===== config.mk =====
export PLATFORM = sky130hd
export DESIGN_NAME = scc_conv_ctrl
export DESIGN_NICKNAME = d
export VERILOG_FILES = /design/src/design/scc_pkg.sv /design/src/design/scc_conv_ctrl.sv /design/src/design/scc_result_store.sv
export VERILOG_INCLUDE_DIRS = /design/src /design/src/design
export SDC_FILE = /design/constraint.sdc
export NUM_CORES = 1
export LEC_CHECK = 0
export ABC_AREA = 1
export BUFFER_PORTS_ARGS = -buffer_cell sky130_fd_sc_hd__buf_2
export CORE_ASPECT_RATIO = 0.8
export CORE_UTILIZATION = 40
export DETAILED_ROUTE_END_ITERATION = 10
export PLACE_DENSITY = 0.61
export SLEW_MARGIN = 20
export SYNTH_ARGS = -nofsm -noshare
export SYNTH_HDL_FRONTEND = slang
export SYNTH_SLANG_ARGS = --single-unit

===== constraint.sdc =====
create_clock -name i_clk -period 9.3 [get_ports i_clk]
set_input_delay 1.86 -clock i_clk [delete_from_list [all_inputs] [get_ports i_clk]]
set_output_delay 1.86 -clock i_clk [all_outputs]
set_load 0.02 [all_outputs]

===== src/design/scc_defines.svh =====
// Purpose: Offsets, fields, reset values and stage counts of the converter control.
// Assumes: Converter clock is the block clock i_clk.
// Notes: Counts are in converter clock periods, except SCC_G1_HALF and SCC_G16_HALF, which are in half periods.
`ifndef SCC_DEFINES_SVH
`define SCC_DEFINES_SVH

`define SCC_OFS_CTRL 8'h00
`define SCC_OFS_STAT 8'h04
`define SCC_OFS_RES 8'h08

`define SCC_CTRL_MODE_LO 0
`define SCC_CTRL_EDGE_BIT 3
`define SCC_CTRL_SWGO_BIT 4
`define SCC_CTRL_CHAN_LO 11
`define SCC_CTRL_GAIN_BIT 15
`define SCC_CTRL_RESET 32'h0000_0000
`define SCC_CTRL_WMASK 32'h0000_f80f

`define SCC_STAT_DONE_BIT 0
`define SCC_STAT_BUSY_BIT 1

`define SCC_MODE_SW 3'h0
`define SCC_MODE_CONT 3'h1
`define SCC_MODE_TIMER 3'h2
`define SCC_MODE_EXT 3'h3

`define SCC_CH_DIFF_LO 4'ha
`define SCC_CH_DIFF_HI 4'hd
`define SCC_CH_TRIM 4'hf

// Whole cycle lengths in half converter clocks; a half cycle rounds up
`define SCC_G1_HALF 32
`define SCC_G16_HALF 53
`define SCC_G1_CYC ((`SCC_G1_HALF + 1) / 2)
`define SCC_G16_CYC ((`SCC_G16_HALF + 1) / 2)
`define SCC_BITS 12
`define SCC_TRACK_CYC (`SCC_G1_CYC - `SCC_BITS)
`define SCC_AMP_CYC (`SCC_G16_CYC - `SCC_G1_CYC)

`endif


===== src/design/scc_pkg.sv =====
// Purpose: Types shared by the converter control files.
// Assumes: Constants live in scc_defines.svh.
// Notes: None.
package scc_pkg;
    typedef enum logic [1:0] {SCC_IDLE, SCC_AMP, SCC_TRACK, SCC_CONV} scc_state_e;
    typedef struct packed {
        logic en;
        logic [2:0] sig;
        logic [2:0] refch;
        logic ref_gnd;
        logic trim;
    } scc_mux_s;
    typedef logic [11:0] scc_code_t;
endpackage


===== src/design/scc_conv_ctrl.sv =====
// Purpose: Mux decode, track/hold staging and start control of a 12-bit SAR converter.
// Assumes: APB slave; comparator and timer tick are on i_clk; trigger pin is asynchronous.
// Notes: One SAR decision per converter clock, same for both gains.
// Behaviour
// - Codes 0000-0111 pick input n as signal, analog ground as reference.
// - Codes 1010-1101 pick pairs 0/1..6/7; even is signal, odd reference.
// - Code 1111 selects zero-offset trim; 1000, 1001, 1110 select nothing.
// - Unity gain: track plus conversion takes 16 converter clocks.
// - Gain 16: amplify, track and conversion take 26.5 clocks, here 27.
// - Unity gain: track signal and reference, then convert difference to 12 bits.
// - Gain 16: amplifier tracks and holds first, then converter tracks and converts.
// - Bit-decision sequence identical for both gains; only staging differs.
// - Throughput reaches 125ksps at unity and 75.5ksps at gain 16; here continuous mode repeats every 17 and 28 clocks.
// - Starts come from software bit, continuous mode, timer or external pin.
// - External trigger starts on selected edge; software makes the pin an input.
//
// Implementation choices: the APB interface to the registers and the register addresses.
`timescale 1ns/1ps
`default_nettype none
`include "scc_defines.svh"
module scc_conv_ctrl
    import scc_pkg::*;
(
    input wire logic i_clk, // Converter clock, 2 MHz
    input wire logic i_reset, // Async reset, high
    input wire logic psel, // APB select
    input wire logic penable, // APB access phase
    input wire logic pwrite, // APB write
    input wire logic [7:0] paddr, // APB byte address
    input wire logic [31:0] pwdata, // APB write data
    output logic [31:0] prdata, // APB read data
    output logic pready, // APB ready
    output logic pslverr, // APB error, unmapped address
    input wire logic i_comp, // Comparator, high keeps trial bit
    input wire logic i_timer_tick, // Internal timer zero event
    input wire logic i_ext_trig, // External convert trigger pin
    output scc_mux_s o_mux, // Input multiplexer setting
    output logic o_pga_track, // Amplifier tracking
    output logic o_pga_hold, // Amplifier holding
    output logic o_adc_track, // Sampling capacitors tracking
    output logic o_sar_active, // Bit decisions running
    output scc_code_t o_dac_code, // Trial code to the DAC
    output logic o_busy // Conversion in progress
);
    localparam logic [4:0] G1_CYC = 5'(`SCC_G1_CYC);
    localparam logic [4:0] G16_CYC = 5'(`SCC_G16_CYC);
    localparam logic [4:0] TRACK_LAST = 5'(`SCC_TRACK_CYC - 1);
    localparam logic [4:0] AMP_LAST = 5'(`SCC_AMP_CYC - 1);
    localparam logic [4:0] BIT_LAST = 5'(`SCC_BITS - 1);

    // APB and register state
    logic [31:0] ctrl_r, ctrl_nxt, prdata_nxt;
    logic pready_nxt, pslverr_nxt, done_r, done_nxt, sw_pend_r, sw_pend_nxt;
    logic wr_en, rd_setup;
    scc_code_t res_rdata;

    // Sequencer state
    scc_state_e state_r, state_nxt;
    logic [4:0] cnt_r, cnt_nxt;
    scc_code_t sar_r, sar_nxt, dac_nxt, res_word;
    logic g16_r, g16_nxt, conv_end, start;
    logic [3:0] chan_r, chan_nxt;
    scc_mux_s mux_nxt;
    logic pga_track_nxt, pga_hold_nxt, adc_track_nxt, sar_act_nxt;

    // Trigger pin synchroniser and edge detect
    logic ext_s1_r, ext_s2_r, ext_s3_r, ext_edge;

    wire [2:0] mode = ctrl_r[`SCC_CTRL_MODE_LO +: 3];
    wire [3:0] ctrl_chan = ctrl_r[`SCC_CTRL_CHAN_LO +: 4];

    assign wr_en = psel && penable && pready && pwrite;
    assign rd_setup = psel && !penable;

    always_comb begin
        pready_nxt = rd_setup;
        pslverr_nxt = 1'b0;
        prdata_nxt = prdata;
        if (rd_setup) begin
            prdata_nxt = 32'h0000_0000;
            unique case (paddr)
                `SCC_OFS_CTRL: prdata_nxt = ctrl_r;
                `SCC_OFS_STAT: begin
                    prdata_nxt[`SCC_STAT_DONE_BIT] = done_r;
                    prdata_nxt[`SCC_STAT_BUSY_BIT] = o_busy;
                end
                `SCC_OFS_RES: prdata_nxt[11:0] = res_rdata;
                default: pslverr_nxt = 1'b1;
            endcase
        end else if (psel) begin
            pslverr_nxt = pslverr;
        end
        ctrl_nxt = ctrl_r;
        if (wr_en && paddr == `SCC_OFS_CTRL) begin
            ctrl_nxt = pwdata & `SCC_CTRL_WMASK;
        end
        // Start request stays pending until taken; a new write wins
        sw_pend_nxt = sw_pend_r;
        if (start) begin
            sw_pend_nxt = 1'b0;
        end
        if (wr_en && paddr == `SCC_OFS_CTRL && pwdata[`SCC_CTRL_SWGO_BIT]) begin
            sw_pend_nxt = 1'b1;
        end
        // Write one to clear; a completing conversion in the same cycle wins
        done_nxt = done_r;
        if (wr_en && paddr == `SCC_OFS_STAT && pwdata[`SCC_STAT_DONE_BIT]) begin
            done_nxt = 1'b0;
        end
        if (conv_end) begin
            done_nxt = 1'b1;
        end
    end

    always_ff @(posedge i_clk or posedge i_reset) begin
        if (i_reset) begin
            ctrl_r <= `SCC_CTRL_RESET;
            prdata <= 32'h0000_0000;
            pready <= 1'b0;
            pslverr <= 1'b0;
            done_r <= 1'b0;
            sw_pend_r <= 1'b0;
        end else begin
            ctrl_r <= ctrl_nxt;
            prdata <= prdata_nxt;
            pready <= pready_nxt;
            pslverr <= pslverr_nxt;
            done_r <= done_nxt;
            sw_pend_r <= sw_pend_nxt;
        end
    end

    always_ff @(posedge i_clk or posedge i_reset) begin
        if (i_reset) begin
            ext_s1_r <= 1'b0;
            ext_s2_r <= 1'b0;
            ext_s3_r <= 1'b0;
        end else begin
            ext_s1_r <= i_ext_trig;
            ext_s2_r <= ext_s1_r;
            ext_s3_r <= ext_s2_r;
        end
    end

    // Pin must be an input in the port logic, else the device drives it
    always_comb begin
        if (ctrl_r[`SCC_CTRL_EDGE_BIT]) begin
            ext_edge = ext_s2_r && !ext_s3_r;
        end else begin
            ext_edge = !ext_s2_r && ext_s3_r;
        end
    end

    // Triggers arriving mid-conversion are dropped, except the software bit
    always_comb begin
        start = 1'b0;
        if (state_r == SCC_IDLE) begin
            unique case (mode)
                `SCC_MODE_SW: start = sw_pend_r;
                `SCC_MODE_CONT: start = 1'b1;
                `SCC_MODE_TIMER: start = i_timer_tick;
                `SCC_MODE_EXT: start = ext_edge;
                default: start = 1'b0;
            endcase
        end
    end

    assign conv_end = state_r == SCC_CONV && cnt_r == BIT_LAST;
    assign res_word = i_comp ? o_dac_code : sar_r;

    always_comb begin
        state_nxt = state_r;
        cnt_nxt = cnt_r + 5'd1;
        sar_nxt = sar_r;
        dac_nxt = o_dac_code;
        g16_nxt = g16_r;
        chan_nxt = chan_r;
        unique case (state_r)
            SCC_IDLE: begin
                cnt_nxt = 5'd0;
                if (start) begin
                    g16_nxt = ctrl_r[`SCC_CTRL_GAIN_BIT];
                    chan_nxt = ctrl_chan;
                    state_nxt = ctrl_r[`SCC_CTRL_GAIN_BIT] ? SCC_AMP : SCC_TRACK;
                end
            end
            SCC_AMP: begin
                if (cnt_r == AMP_LAST) begin
                    cnt_nxt = 5'd0;
                    state_nxt = SCC_TRACK;
                end
            end
            SCC_TRACK: begin
                if (cnt_r == TRACK_LAST) begin
                    cnt_nxt = 5'd0;
                    sar_nxt = 12'h000;
                    dac_nxt = 12'h800;
                    state_nxt = SCC_CONV;
                end
            end
            SCC_CONV: begin
                // Same decision loop whatever the gain
                sar_nxt = res_word;
                dac_nxt = res_word | (12'h400 >> cnt_r);
                if (conv_end) begin
                    cnt_nxt = 5'd0;
                    state_nxt = SCC_IDLE;
                end
            end
        endcase
        pga_track_nxt = state_nxt == SCC_AMP;
        pga_hold_nxt = g16_nxt && (state_nxt == SCC_TRACK || state_nxt == SCC_CONV);
        adc_track_nxt = state_nxt == SCC_TRACK;
        sar_act_nxt = state_nxt == SCC_CONV;
    end

    // Reserved codes leave the mux open
    always_comb begin
        mux_nxt = '0;
        if (!chan_nxt[3]) begin
            mux_nxt.en = 1'b1;
            mux_nxt.sig = chan_nxt[2:0];
            mux_nxt.ref_gnd = 1'b1;
        end else if (chan_nxt >= `SCC_CH_DIFF_LO && chan_nxt <= `SCC_CH_DIFF_HI) begin
            mux_nxt.en = 1'b1;
            mux_nxt.sig = {chan_nxt[1:0] - 2'd2, 1'b0};
            mux_nxt.refch = {chan_nxt[1:0] - 2'd2, 1'b1};
        end else if (chan_nxt == `SCC_CH_TRIM) begin
            mux_nxt.en = 1'b1;
            mux_nxt.trim = 1'b1;
        end
    end

    always_ff @(posedge i_clk or posedge i_reset) begin
        if (i_reset) begin
            state_r <= SCC_IDLE;
            cnt_r <= 5'd0;
            sar_r <= 12'h000;
            o_dac_code <= 12'h000;
            g16_r <= 1'b0;
            chan_r <= 4'h0;
            o_mux <= '0;
            o_pga_track <= 1'b0;
            o_pga_hold <= 1'b0;
            o_adc_track <= 1'b0;
            o_sar_active <= 1'b0;
            o_busy <= 1'b0;
        end else begin
            state_r <= state_nxt;
            cnt_r <= cnt_nxt;
            sar_r <= sar_nxt;
            o_dac_code <= dac_nxt;
            g16_r <= g16_nxt;
            chan_r <= chan_nxt;
            o_mux <= mux_nxt;
            o_pga_track <= pga_track_nxt;
            o_pga_hold <= pga_hold_nxt;
            o_adc_track <= adc_track_nxt;
            o_sar_active <= sar_act_nxt;
            o_busy <= state_nxt != SCC_IDLE;
        end
    end

    scc_result_store u_scc_result_store (
        .i_clk(i_clk),
        .i_reset(i_reset),
        .i_we(conv_end),
        .i_wdata(res_word),
        .o_rdata(res_rdata)
    );
endmodule
`default_nettype wire


===== src/design/scc_result_store.sv =====
// Purpose: Holds the last conversion result.
// Assumes: Write enable is a one-cycle pulse.
// Notes: Read data comes straight from the storage flop.
`timescale 1ns/1ps
`default_nettype none
module scc_result_store
    import scc_pkg::*;
(
    input wire logic i_clk, // Converter clock
    input wire logic i_reset, // Async reset, high
    input wire logic i_we, // Store strobe
    input wire scc_code_t i_wdata, // Result to store
    output scc_code_t o_rdata // Stored result
);
    scc_code_t data_r;
    scc_code_t data_nxt;

    always_comb begin
        data_nxt = i_we ? i_wdata : data_r;
    end

    always_ff @(posedge i_clk or posedge i_reset) begin
        if (i_reset) begin
            data_r <= 12'h000;
        end else begin
            data_r <= data_nxt;
        end
    end

    assign o_rdata = data_r;
endmodule
`default_nettype wire


==> flow_summary_export.csv <==
group,metric,value,unit
synthesis,yosys.area.top_type_share,0.569,
clocking,ctsHoldBuffers,0,
synthesis,yosys_most_used_dff,"dfrtp_1",
sta,fin_crit,2.92,ns
final_layout,drive_gt1_frac,0.224,
drt,ant_nets,0,
synthesis,async_flop_share,1.00,
power,pwr-share-seq,0.463,
synthesis,syn_area,4130,µm²
place,place_area,4540,µm²
die,die_area,10700,µm²
place,hpwl,6310,µm
sta,setup_ws,6.38,ns
power,power_frac_comb,0.242,
clocking,cts_buffers,9,
synthesis,synthTopCellsByArea,"dfrtp_1 (57%), nand2_1 (10%), inv_1 (4.6%)",
place,place_ws,6.00,ns
die,num_rows,32,
worst_setup_path,end_kind,"flip-flop",
place,io_buffer_count,69,
sta,hold_viol,0,
worst_setup_path,ff2ff_setup_slack,7.15,ns
worst_setup_path,criticalPathCategory,"in2reg",
grt,grt_pass1_wl,14600,µm
worst_setup_path,arrival,3.14,ns
die,pin_count,108,
synthesis,synth_edf_count,0,
final_layout,area_growth,16.9,%
final_layout,fillers,936,
synthesis,syn_avg_cell_area,9.33,µm²
power,powerDensity,248,nW/µm²
run_status,status,"finished clean",
drt,wl_per_cell,13.5,µm
grt,grt_max_degree,60,
die,core,9850,µm²
clocking,insertion_delay,0.34,ns
synthesis,synth_warnings,0,
grt,grtUsageTotal,0.178,
sta,max_freq,343,MHz
clocking,htree_levels,3,
power,p_int,784,µW
synthesis,ys_types,35,
synthesis,ys_seq_area_frac,0.569,
final_layout,multi_input_area,1450,µm²
sta,setup_viol,0,
final_layout,insertedDiodeCount,0,
die,dieHeight,92.9,µm
die,initial_core_util,0.420,
clocking,cts_buffer_depth,2,
sta,final_max_slew_viol_count,0,
drt,vias,3122,
drt,wirelength,8800,µm
clocking,postCtsSetupRepairBufs,0,
sta,setup_tns,0,ns
min_path,whs_endpoint,"ext_s2_r$_DFF_PP0_",
sta,timing.final.crit_share,0.314,
final_layout,stdcell_count,654,
power,swShare,0.345,
worst_setup_path,r2r_cells,10,
power,vdd.ir_drop.worst,0.0986,mV
final_layout,final_area,4830,µm²
place,dp_cells,638,
clocking,tritoncts,"done",
drt,drc_errors,0,
synthesis,syn_inst,443,
synthesis,synth_seq_cells,94,
place,place_congestion,0.791,
grt,antenna_found_initial,0,
clocking,cts.repair.resized,0,
die,die_w,116,µm
power,power.leakage,0.00260,µW
clocking,clkTransAtPathRegs,0.07,ns
clocking,clock_sinks,94,
min_path,hp-start,"ext_s1_r$_DFF_PP0_",
grt,grt_overflow,0,
min_path,hold_class,"reg2reg",
final_layout,area.sequential,2350,µm²
power,p_clk_frac,0.295,
sta,fin_skew,0.00835,ns
sta,rsz0062_at_grt,"no",
worst_setup_path,cp-start-kind,"input pin",
sta,tightest_slew,0.741,ns
sta,slew_headroom,0.506,
drt,first_pass_iters,4,
power,netSwitchingPower,413,µW
worst_setup_path,reg2reg_from,"cnt_r[0]$_DFF_PP0_",
drt,viasPerCell,4.77,
drt,first_iter_violations,178,
job,maxCapViolCount,0,
min_path,min_path_cells,0,
clocking,clockRootBuffer,"clkbuf_16",
synthesis,post-synth-top-area-cell,"dfrtp_1",
grt,grt_pass1_vias,3015,
worst_setup_path,cp_max_fo,14,
worst_setup_path,worstPathRequired,9.53,ns
worst_setup_path,r2r-end,"o_adc_track$_DFF_PP0_",
final_layout,nets,567,
power groups by stage:
stage	logic, µW	registers [µW]	clock network, µW
finish	290	554	353
global route	327	568	378
CTS	294	554	360
detailed placement	292	561	0
global placement	284	559	0
floorplan	159	603	0
cell usage after synthesis (all sizes together), types with 3 or more instances:
cell and n:
nand2 123, dfrtp 94, inv 56, nor2 33, o21ai 28, buf 22
nand3 21, a21oi 15, o211ai 11, o31ai 9, ha 6, clkbuf 4
mux2 4, o22ai 4, o221ai 3
area by class of cell:
cell class,instances,area share
flip-flops and latches,94,0.487
multi-input cells,282,0.301
repair buffers,70,0.0731
clock buffers,9,0.0466
inverters,56,0.0438
well taps,136,0.0352
clock inverters,7,0.0135
sequential cells by signal, indices dropped and copies added (netlist names), 2 cells and up:
signal and count:
o_mux 9, chan_r 4, cnt_r 5, prdata 16, sar_r 12, ctrl_r 9, state_r 2, u_scc_result_store.o_rdata 12
o_dac_code 12
cell usage in the layout (no fill, tap or decap), types with 4 or more instances in the layout:
cell	instances
nand2_1	115
dfrtp_1	94
buf_2	69
inv_1	50
nor2_1	28
o21ai_0	25
nand3_1	21
conb_1	16
a21oi_1	14
o211ai_1	10
o31ai_1	9
clkbuf_16	9
nand2_2	6
ha_1	6
inv_2	5
mux2_4	4
o22ai_1	4
layer usage:
metal	share of wire	wire length, µm	GRT usage	vias to the layer above
met4	0.014	126	0.0545	0
li1	-	-	-	1527
met2	0.45	3960	0.275	94
met5	0	0	0	-
met3	0.051	450	0.0399	11
met1	0.48	4260	0.249	1490
cells by family after synthesis:
| kind of cell | after synthesis | synth area share |
|---|---|---|
| AND/OR/NAND/NOR | 183 | 0.193 |
| flip-flops | 94 | 0.569 |
| XOR/XNOR | 2 | 0.00424 |
| multiplexers | 4 | 0.0145 |
| adder cells (fa/ha/maj) | 6 | 0.0182 |
| buffers and inverters | 82 | 0.0929 |
| AO/OA/AOI/OAI | 71 | 0.107 |
| other | 1 | 0.000907 |
worst max path at each step:
| stage | from | to | cells past startpoint |
|---|---|---|---|
| after floorplan | i_reset | chan_r[0]$_DFF_PP0_ | 1 |
| after global placement | paddr[7] | ctrl_r[2]$_DFFE_PP0P_ | 8 |
| after detailed placement | paddr[7] | ctrl_r[0]$_DFFE_PP0P_ | 8 |
| after CTS | paddr[7] | ctrl_r[2]$_DFFE_PP0P_ | 8 |
| after global routing | paddr[5] | ctrl_r[0]$_DFFE_PP0P_ | 8 |
| final | paddr[7] | ctrl_r[2]$_DFFE_PP0P_ | 8 |
through the flow:
stage	hold WS, ns	util	total power [µW]
3_5_place_dp	0.343	0.461	854
3_3_place_gp	0.335	0.461	842
2_1_floorplan	0.331	-	761
6_report	0.355	0.490	1200
5_1_grt	0.371	0.490	1270
4_1_cts	0.359	0.490	1210
worst max-delay path, stage by stage:
cell	delay [ns]
buf_2	0.09
nor2_1	0.10
nand2_1	0.08
inv_1	0.09
nand2_2	0.07
nor3_4	0.29
nand2_4	0.21
mux2_4	0.34
(Power assumes the default switching activity.)
